## src/core/reset_ctl_pkg.sv

```systemverilog
// Constants and carrier types for the watchdog and reset-source block.
// Assumes a single 50 MHz clock; registers are 8 bits wide on a plain port.
package reset_ctl_pkg;
  // Register map
  localparam int ADDR_W = 4;
  localparam logic [3:0] OFS_WDOG = 4'h0;
  localparam logic [3:0] OFS_CAUSE = 4'h1;
  localparam logic [3:0] OFS_THR = 4'h2;
  localparam logic [3:0] OFS_STAT = 4'h3;
  // Reset values
  localparam logic [7:0] WDOG_RESET = 8'h53;
  localparam logic [7:0] THR_RESET = 8'h55;
  // Watchdog enable codes and field layout
  localparam logic [4:0] CODE_DISABLE = 5'h15;
  localparam logic [4:0] CODE_ENABLE = 5'h0a;
  localparam int CODE_MSB = 7;
  localparam int CODE_LSB = 3;
  localparam int SEL_MSB = 2;
  // Threshold codes: 2.1 V, 2.55 V, 3.15 V, 3.8 V
  localparam logic [7:0] THR_2V10 = 8'h55;
  localparam logic [7:0] THR_2V55 = 8'h33;
  localparam logic [7:0] THR_3V15 = 8'h99;
  localparam logic [7:0] THR_3V80 = 8'haa;
  // Cause register bits
  localparam int BIT_SYSON = 7;
  localparam int BIT_UVF = 2;
  localparam int BIT_TCF = 1;
  localparam int BIT_WCF = 0;
  // Status register bits
  localparam int BIT_PDF = 1;
  localparam int BIT_EXP = 0;
  // Watchdog counter
  localparam int CNT_W = 16;
  localparam logic [15:0] PERIOD_MIN = 16'h0100;
  localparam logic [1:0] SYSDIV_LAST = 2'h3;
  localparam logic [1:0] CODE_EDGE_LAST = 2'h2;
  // Timing
  localparam int CLK_MHZ = 50;
  localparam int UV_QUAL_NS = 100000;
  localparam int UV_QUAL_CYC = (UV_QUAL_NS * CLK_MHZ + 999) / 1000;

  typedef struct packed {
    logic [3:0] addr;
    logic [7:0] wdata;
    logic wr;
    logic rd;
  } reg_req_t;
endpackage

```

## src/core/watchdog_and_reset_control.sv

```systemverilog
// Watchdog timer, protected enable codes, undervoltage reset qualification
// and reset-cause flags. Assumes the CPU core pulses clr_instr and
// halt_instr for one clock and reacts to the reset pulses it receives.
//
// Design decisions made here: the plain strobed port and the register addresses.
`timescale 1ns/1ps

// Summary of operation
// - Every reset except sleep-mode watchdog warm reset reloads watchdog control to 0x53.
// - Always-on option: both valid codes run the watchdog; others reset the chip.
// - Register option: 10101 stops, 01010 runs; any other code resets the chip.
// - Invalid enable code resets after two to three slow RC cycles, sets flag.
// - Enable-code reset flag set by hardware only, cleared only by writing zero.
// - Timeout period is 2^(8+select) watchdog ticks.
// - Overflow in normal running gives full reset and sets expiry flag.
// - Overflow in sleep or idle sets expiry flag, resets only PC and stack.
// - Counter cleared by invalid-code reset, clear instruction or halt instruction.
// - Power-on reset zeroes the PC and presets port data and direction to ones.
// - Undervoltage resets only after low supply lasts past qualifying time; sets flag.
// - Threshold register accepts four codes selecting 2.1, 2.55, 3.15, 3.8 V.
// - Other threshold codes reset after two to three RC cycles, flag, reload 0x55.
// - A genuine undervoltage reset leaves the threshold register unchanged.
// - Undervoltage reset is disabled in power-down mode.
// - Undervoltage flag set by hardware only, cleared only by software writing zero.
// - Threshold-code flag set by hardware on undefined code, cleared only by software.
// - Watchdog tick comes from slow sub clock or system clock divided by four.
// - Power-on clears expiry and power-down flags; sleep-mode watchdog reset sets both.
module watchdog_and_reset_control #(
  parameter int UV_QUAL_CYC = reset_ctl_pkg::UV_QUAL_CYC
) (
  // Clock and power-on reset
  input wire logic clk,
  input wire logic rst_n,
  // Configuration options
  input wire logic cfg_always_on,
  input wire logic cfg_tick_sub,
  // Pins from outside the clock domain
  input wire logic slow_sub_clock,
  input wire logic internal_slow_rc,
  input wire logic low_supply,
  // Core status and instruction strobes
  input wire logic clr_instr,
  input wire logic halt_instr,
  input wire logic sleep_mode,
  input wire logic powerdown_mode,
  // Register port
  input wire reset_ctl_pkg::reg_req_t bus,
  output logic [7:0] rdata,
  // Reset, sleep clock-keep and watchdog status outputs
  output logic full_reset,
  output logic warm_reset,
  output logic pc_sp_clear,
  output logic port_preset,
  output logic idle_sysclk_keep,
  output logic watchdog_running
);
  localparam int UVW = $clog2(UV_QUAL_CYC + 2);
  localparam logic [UVW-1:0] UV_LAST = UVW'(UV_QUAL_CYC);

  typedef struct packed {
    logic [1:0] sub_s;
    logic [1:0] rc_s;
    logic [1:0] low_s;
    logic sub_prev;
    logic rc_prev;
    logic [1:0] div;
    logic [7:0] wdog;
    logic [7:0] thr;
    logic syson;
    logic uvf;
    logic tcf;
    logic wcf;
    logic expf;
    logic powerdown_flag;
    logic [15:0] cnt;
    logic [1:0] wedge;
    logic [1:0] tedge;
    logic [UVW-1:0] uvcnt;
    logic [7:0] rdata;
    logic full;
    logic warm;
    logic pcclr;
    logic ports;
  } state_t;

  localparam state_t RST_VAL = '{
    wdog: reset_ctl_pkg::WDOG_RESET,
    thr: reset_ctl_pkg::THR_RESET,
    pcclr: 1'b1,
    ports: 1'b1,
    default: '0
  };

  logic [1:0] rst_sync;
  logic srst_n;
  state_t s;
  state_t n;

  logic sub_tick;
  logic rc_tick;
  logic sys_tick;
  logic tick;
  logic low;
  logic [4:0] code;
  logic code_ok;
  logic run;
  logic thr_ok;
  logic [15:0] period_last;
  logic ovf;
  logic wfire;
  logic tfire;
  logic uvfire;
  logic any_full;
  logic wr_cause;
  logic wr_thr;

  // Reset release through two flops
  always_ff @(posedge clk or negedge rst_n) begin
    if (!rst_n) begin
      rst_sync <= 2'h0;
    end else begin
      rst_sync <= {rst_sync[0], 1'b1};
    end
  end
  assign srst_n = rst_sync[1];

  always_comb begin
    sub_tick = s.sub_s[1] & ~s.sub_prev;
    rc_tick = s.rc_s[1] & ~s.rc_prev;
    low = s.low_s[1];
    sys_tick = (s.div == reset_ctl_pkg::SYSDIV_LAST) & (~sleep_mode | s.syson);
    tick = cfg_tick_sub ? sub_tick : sys_tick;
    code = s.wdog[reset_ctl_pkg::CODE_MSB:reset_ctl_pkg::CODE_LSB];
    code_ok = (code == reset_ctl_pkg::CODE_ENABLE) | (code == reset_ctl_pkg::CODE_DISABLE);
    run = (code == reset_ctl_pkg::CODE_ENABLE)
        | (cfg_always_on & (code == reset_ctl_pkg::CODE_DISABLE));
    thr_ok = (s.thr == reset_ctl_pkg::THR_2V10) | (s.thr == reset_ctl_pkg::THR_2V55)
           | (s.thr == reset_ctl_pkg::THR_3V15) | (s.thr == reset_ctl_pkg::THR_3V80);
    period_last = (reset_ctl_pkg::PERIOD_MIN << s.wdog[reset_ctl_pkg::SEL_MSB:0])
                - 16'h0001;
    ovf = run & tick & (s.cnt == period_last);
    // Third RC edge after the bad code appears: 2 to 3 RC periods
    wfire = ~code_ok & rc_tick & (s.wedge == reset_ctl_pkg::CODE_EDGE_LAST);
    tfire = ~thr_ok & rc_tick & (s.tedge == reset_ctl_pkg::CODE_EDGE_LAST);
    uvfire = low & ~powerdown_mode & (s.uvcnt == UV_LAST - UVW'(1));
    any_full = wfire | tfire | uvfire | (ovf & ~sleep_mode);
    wr_cause = bus.wr & (bus.addr == reset_ctl_pkg::OFS_CAUSE);
    wr_thr = bus.wr & (bus.addr == reset_ctl_pkg::OFS_THR);

    n = s;
    n.sub_s = {s.sub_s[0], slow_sub_clock};
    n.rc_s = {s.rc_s[0], internal_slow_rc};
    n.low_s = {s.low_s[0], low_supply};
    n.sub_prev = s.sub_s[1];
    n.rc_prev = s.rc_s[1];
    n.div = s.div + 2'h1;

    // Software writes first; hardware events below override them
    if (bus.wr && bus.addr == reset_ctl_pkg::OFS_WDOG) begin
      n.wdog = bus.wdata;
    end
    if (wr_thr) begin
      n.thr = bus.wdata;
    end
    if (wr_cause) begin
      n.syson = bus.wdata[reset_ctl_pkg::BIT_SYSON];
      n.uvf = s.uvf & bus.wdata[reset_ctl_pkg::BIT_UVF];
      n.tcf = s.tcf & bus.wdata[reset_ctl_pkg::BIT_TCF];
      n.wcf = s.wcf & bus.wdata[reset_ctl_pkg::BIT_WCF];
    end

    // Delay counters for invalid codes, counting RC edges
    if (code_ok) begin
      n.wedge = 2'h0;
    end else if (rc_tick) begin
      n.wedge = s.wedge + 2'h1;
    end
    if (thr_ok) begin
      n.tedge = 2'h0;
    end else if (rc_tick) begin
      n.tedge = s.tedge + 2'h1;
    end

    // Undervoltage qualification; saturates so one dip fires once
    if (!low || powerdown_mode) begin
      n.uvcnt = '0;
    end else if (s.uvcnt != UV_LAST) begin
      n.uvcnt = s.uvcnt + UVW'(1);
    end

    // Watchdog counter
    if (clr_instr || halt_instr || any_full || ovf) begin
      n.cnt = '0;
    end else if (run && tick) begin
      n.cnt = s.cnt + 16'h0001;
    end

    // Flags from instructions
    if (halt_instr) begin
      n.powerdown_flag = 1'b1;
      n.expf = 1'b0;
    end else if (clr_instr) begin
      n.powerdown_flag = 1'b0;
    end

    if (ovf) begin
      n.expf = 1'b1;
    end
    if (ovf && sleep_mode) begin
      n.powerdown_flag = 1'b1;
    end

    if (any_full) begin
      n.wdog = reset_ctl_pkg::WDOG_RESET;
      n.syson = 1'b0;
      n.wedge = 2'h0;
      n.tedge = 2'h0;
    end
    if (tfire || (ovf && !sleep_mode)) begin
      n.thr = reset_ctl_pkg::THR_RESET;
    end else if (uvfire) begin
      n.thr = wr_thr ? bus.wdata : s.thr;
    end

    // Hardware sets win over software clears
    if (wfire) begin
      n.wcf = 1'b1;
    end
    if (tfire) begin
      n.tcf = 1'b1;
    end
    if (uvfire) begin
      n.uvf = 1'b1;
    end

    n.full = any_full;
    n.warm = ovf & sleep_mode;
    n.pcclr = any_full | (ovf & sleep_mode);
    n.ports = any_full;

    n.rdata = 8'h00;
    if (bus.rd) begin
      case (bus.addr)
        reset_ctl_pkg::OFS_WDOG: n.rdata = s.wdog;
        reset_ctl_pkg::OFS_THR: n.rdata = s.thr;
        reset_ctl_pkg::OFS_CAUSE: n.rdata = {s.syson, 4'h0, s.uvf, s.tcf, s.wcf};
        reset_ctl_pkg::OFS_STAT: n.rdata = {6'h00, s.powerdown_flag, s.expf};
        default: n.rdata = 8'h00;
      endcase
    end
  end

  // Power-on clears both status flags and presets PC and ports
  always_ff @(posedge clk or negedge srst_n) begin
    if (!srst_n) begin
      s <= RST_VAL;
    end else begin
      s <= n;
    end
  end

  assign rdata = s.rdata;
  assign full_reset = s.full;
  assign warm_reset = s.warm;
  assign pc_sp_clear = s.pcclr;
  assign port_preset = s.ports;
  assign idle_sysclk_keep = s.syson;
  assign watchdog_running = run;
endmodule
```

## config.mk

```make
export PLATFORM = sky130hd
export DESIGN_NAME = watchdog_and_reset_control
export DESIGN_NICKNAME = d
export VERILOG_FILES = /design/src/core/reset_ctl_pkg.sv /design/src/core/watchdog_and_reset_control.sv
export SDC_FILE = /design/constraint.sdc
export NUM_CORES = 1
export LEC_CHECK = 0
export BUFFER_PORTS_ARGS = -buffer_cell sky130_fd_sc_hd__buf_2
export CAP_MARGIN = 20
export CELL_PAD_IN_SITES_DETAIL_PLACEMENT = 0
export CELL_PAD_IN_SITES_GLOBAL_PLACEMENT = 1
export CORE_ASPECT_RATIO = 1.4
export CORE_MARGIN = 8
export CORE_UTILIZATION = 50
export CTS_CLUSTER_SIZE = 28
export DETAILED_ROUTE_END_ITERATION = 16
export GPL_TIMING_DRIVEN = 0
export PLACE_DENSITY = 0.95
export SLEW_MARGIN = 20
export SYNTH_ARGS = -nofsm -noshare
export SYNTH_HDL_FRONTEND = slang
export SYNTH_SLANG_ARGS = --single-unit
```

## constraint.sdc

```tcl
create_clock -name clk -period 5.97 [get_ports clk]
set_input_delay 0.2985 -clock clk [delete_from_list [all_inputs] [get_ports clk]]
set_output_delay 0.2985 -clock clk [all_outputs]
set_load 0.05 [all_outputs]
```

## Word level (Yosys, flattened, before mapping)

Index checks and enable logic that the tools add are counted.

- Muxes and demuxes: 26
- Bitwise operators: 35
- Reduce and logical (&&, ||, !) cells: 24
- Add/subtract/negate cells: 6
- Shifts and indexed selects: 1
- Eq/ne operators: 15

Operators with widths:

| operator | count |
|---|---|
| two-way mux 8 bit | 5 |
| two-way mux 16 bit | 2 |
| case mux 8 bit (4 select lines) | 1 |
| two-way mux 13 bit | 2 |
| AND 1 bit | 19 |
| nonzero test 2 bit | 9 |
| adder 16 x 1 -> 16 bit, second input constant | 1 |
| == test 16 bit | 1 |
| == test 8 bit, second input constant | 2 |
| left shift 9 x 3 -> 16 bit, first input constant | 1 |
| subtractor 16 x 1 -> 16 bit, second input constant | 1 |
| adder 13 x 1 -> 13 bit, second input constant | 1 |
| == test 13 bit, second input constant | 1 |
| != test 13 bit, second input constant | 1 |
| two-way mux 1 bit | 10 |
| bitwise OR 1 bit | 10 |
| nonzero test 3 bit | 3 |
| == test 4 x 2 -> 1 bit, second input constant | 2 |
| == test 8 x 6 -> 1 bit, second input constant | 1 |
| == test 8 x 7 -> 1 bit, second input constant | 1 |
| two-way mux 2 bit | 4 |
| two-way mux 4 bit | 2 |
| adder 2 x 1 -> 2 bit, second input constant | 3 |
| == test 2 bit, second input constant | 3 |
| other kinds (8) | 21 |

- Input bits: 25
- Output and inout bits: 14
- Logic and storage cells: 131
- Register bits after elaboration: 79

## Depth between registers and ports, before layout

- Word-level depth: 13
- Mapped depth: 8
- Depth with buffers taken out: 7

## Worst setup path after synthesis

No wires, ideal clock.

- Kind: register to register
- From: register s (netlist bit idle_sysclk_keep)
- To: register s[25] in the netlist's numbering
- Period minus slack after synthesis: 2.291 ns
- Data arrival time: 2.170 ns
- Library setup time: 0.120 ns
- Path buffers: 1
- Cell stages (with the launch flop): 7
- Setup slack: 3.679 ns
- Cell sequence: dfrtp_1 nor2b_1 o32a_1 a211oi_2 or4b_1 buf_2 and4_1

- Cells in the longest elaborated chain, start to end: 8

Ends and longest elaborated chain:

| what | line | RTL |
|---|---|---|
| start, declared | watchdog_and_reset_control.sv:96 | `state_t s;` |
| start signal, assigned | watchdog_and_reset_control.sv:258 | `s <= n;` |
| bitwise OR 1 bit (*) | watchdog_and_reset_control.sv:131 | `sys_tick = (s.div == reset_ctl_pkg::SYSDIV_LAST) & (~sleep_mode \| s.syson);` |
| AND 1 bit (*) | watchdog_and_reset_control.sv:131 |  |
| two-way mux 1 bit (*) | watchdog_and_reset_control.sv:132 | `tick = cfg_tick_sub ? sub_tick : sys_tick;` |
| AND 1 bit (*) (2 in a row) | watchdog_and_reset_control.sv:141 | `ovf = run & tick & (s.cnt == period_last);` |
| AND 1 bit (*) | watchdog_and_reset_control.sv:146 | `any_full = wfire \| tfire \| uvfire \| (ovf & ~sleep_mode);` |
| bitwise OR 1 bit (*) | watchdog_and_reset_control.sv:146 |  |
| nonzero test 3 bit (no source line) or two-way mux 4 bit (tied branches) | - |  |

Every way passes the cells marked *; elsewhere a longest branch is shown, timed or not.
A chain may end at the register's enable or synchronous reset.

## Worst setup path in the final report

- From: register s[16] in the netlist's numbering
- To: register s[61] in the netlist's numbering

- Cells in the longest elaborated chain, start to end: 5

Ends and longest elaborated chain:

| what | line | RTL |
|---|---|---|
| == test 13 bit (*) | watchdog_and_reset_control.sv:145 | `uvfire = low & ~powerdown_mode & (s.uvcnt == UV_LAST - UVW'(1));` |
| AND 1 bit (*) | watchdog_and_reset_control.sv:145 |  |
| bitwise OR 1 bit (*) (2 in a row) | watchdog_and_reset_control.sv:146 |  |
| two-way mux 8 bit or nonzero test 2 bit (tied branches) | - |  |

Marked as above.

==> results.cfg <==
[sta]
fin_hold_ws_ns = 0.0441
max_slew_margin_pct = 46.8
timing.final.crit_share_pct = 44.1
hold_violations = 0
clock.fmax_ghz = 0.380
worst_slew_pin_slew_ns = 0.794
drv_slew = 0
fin_skew_ns = 0.0121
period_needed_ns = 2.63
grt_setup_unrepaired = no
tns_ns = 0
setup_viol = 0
fin_ws_ns = 3.34

[floorplanning]
io_pins = 39
core-area_sq_um = 7750
die_h_microns = 122
rows = 38
die_w_microns = 91.5
dieArea_sq_um = 11100
start_util_pct = 51.5

[logic_synthesis]
synth-edff-count = 0
synth_area_sq_um = 3990
synthTopCellsByCount = dfrtp_1, nor2_1, nand3_1
synth_fp_nets = 406
yosysTopAreaCellShare_pct = 43.2
yosys_warnings = 0
yosysMostFrequentCell = dfrtp_1
synthesis.instances = 375
synth_flop_cell = dfrtp_1
seq_area_frac_synth_pct = 49.8
avgSynthCellArea_sq_um = 10.7
synthArstFlopShare_pct = 100
ys_seq_elements = 79
yosysTopAreaCell = dfrtp_1
ys_top_cells_by_area = dfrtp_1, dfstp_2, xnor2_1
ys_types = 54

[finish]
stdcell_count = 530
drive_gt1_share_pct = 23.5
syn_to_final_growth_pct = 13.0
fin_area_sq_um = 4510
diodes = 0
nets = 456
fillers = 674
utilization_pct = 58.2

[worst_setup_path]
cp_slowest_stage_delay_ns = 0.68
worstSetupPathType = flip-flop to flip-flop
critPathLaunch = s[16]
rrSetupSlack_ns = 3.34
crit_arrival_ns = 2.87
crit_required_ns = 6.21
path_max_fanout = 10
rr_worst_depth = 6
endpoint_kind = flip-flop
cp_slowest_cell = nor4_1
timing.rr.start = s[16]
reg2reg_to = s[61]
crit_chain = or4_1 -> nor4_1 -> a31oi_1 -> and2_1 -> clkbuf_1 -> and3_1
startpoint_type = flip-flop

[hold_path]
holdPathEnd = n[76]
hp-start = slow_sub_clock
min_path_cells = 1
hold_class = input pin to flip-flop

[global_routing]
grt_pass1_wl_microns = 14700
gr-total-overflow = 0
antenna_found_initial = 0
grt_max_degree = 41
grt_pass1_vias = 3070
grt_util_all_layers_pct = 16.4

[placement]
dpl_worst_slack_ns = 3.37
io_buffer_count = 37
place_area_sq_um = 4330
gp_congestion = 0.819
dp_cells = 513
dp_hpwl_microns = 6300

[drt]
ant_nets = 0
vias_per_cell = 5.69
dr.pass1.iters = 4
drc = 0
wl_microns = 8570
avgRoutedWirePerCell_microns = 16.2
dr.first_iter.drc_count = 136
via_count = 3017

[job]
drv_cap = 0

[cts]
clockRootBuffer = clkbuf_8
clk_latency_ns = 0.35
post_cts_buffers = 0
cts_sinks = 79
cts-buffers-inserted = 9
cts_tree = built
ctsLongestPathBuffers = 2
path_clk_slew_ns = 0.08
cts-htree-levels = 3

[power]
cellPowerDensity_nw_per_um2 = 325
leakage_nw = 2.03
irDropWorstVdd_v = 0.000185
finalPower_mw = 1.47

[outcome]
outcome = complete, no violations
-- layout make-up --
| cell class | count | area (sq um) | share of cell area [%] |
|---|---|---|---|
| flip-flops and latches | 79 | 1990 | 44.2 |
| multi-input cells | 259 | 1820 | 40.4 |
| repair buffers | 39 | 215 | 4.77 |
| clock buffers | 11 | 141 | 3.13 |
| plain buffers | 25 | 136 | 3.02 |
| well taps | 100 | 125 | 2.77 |
| inverters | 12 | 45.0 | 0.998 |
| clock inverters | 5 | 32.5 | 0.721 |
-- flip-flops by register name, indices dropped and copies added (netlist names) --
register,count
idle_sysclk_keep,1
pc_sp_clear,1
n,5
s,53
low,1
full_reset,1
code,5
port_preset,1
rdata,8
warm_reset,1
rst_sync,2
-- worst max-delay path, delay by kind of cell, from the launching register on --
kind / cells / cell delay, ns
simple gates: 4 / 1.69
flops: 1 / 0.43
buf+inv: 1 / 0.24
compound gates: 1 / 0.15
-- power breakdown --
part | total (mW) | internal (mW) | leakage, nW | switching [mW]
Sequential | 0.716 | 0.635 | 1.02 | 0.0813
Clock | 0.353 | 0.162 | 0.0935 | 0.190
Combinational | 0.397 | 0.172 | 0.912 | 0.225
Total | 1.47 | 0.969 | 2.03 | 0.497
-- worst max path at each step --
stage | endpoint | slack, ns | cells after the start
floorplan | code[0] | 3.62 | 0
global placement | s[56] | 2.84 | 0
detailed placement | code[4] | 3.37 | 6
CTS | s[61] | 3.35 | 6
global route | idle_sysclk_keep | 3.24 | 6
finish | s[61] | 3.34 | 6
-- metal layers --
metal	track usage, %	vias to the layer above	routed length, microns
li1	-	1452	-
met1	18.2	1483	3550
met2	28.5	70	4470
met3	3.57	12	391
met4	9.04	0	160
met5	0	-	0
-- timing repair --
action / in CTS / in global routing
hold buffers: 1 / 0
gates resized for setup: 0 / 0
hold endpoints to repair: 2 / 0
-- kinds of logic (layout without fill, tap and decap cells) --
group,Yosys count,after routing,synth area share (%)
compound gates,44,44,8.33
xor+xnor,29,29,6.36
fa+ha+maj,6,6,1.88
buf+inv,37,92,4.54
flops,79,79,49.8
mux,28,28,7.61
other cells,1,1,0.0939
simple gates,151,151,21.4
-- placed cells by master, fill, tap and decap left out, types with 12 or more instances in the layout --
cell type	n
and3_1	14
inv_1	12
dfrtp_1	68
nor2_1	27
nor3_1	18
mux2i_1	18
nand2_1	18
nand3_1	24
xnor2_1	22
buf_2	44
No activity file was read; power rests on OpenSTA's default activity.
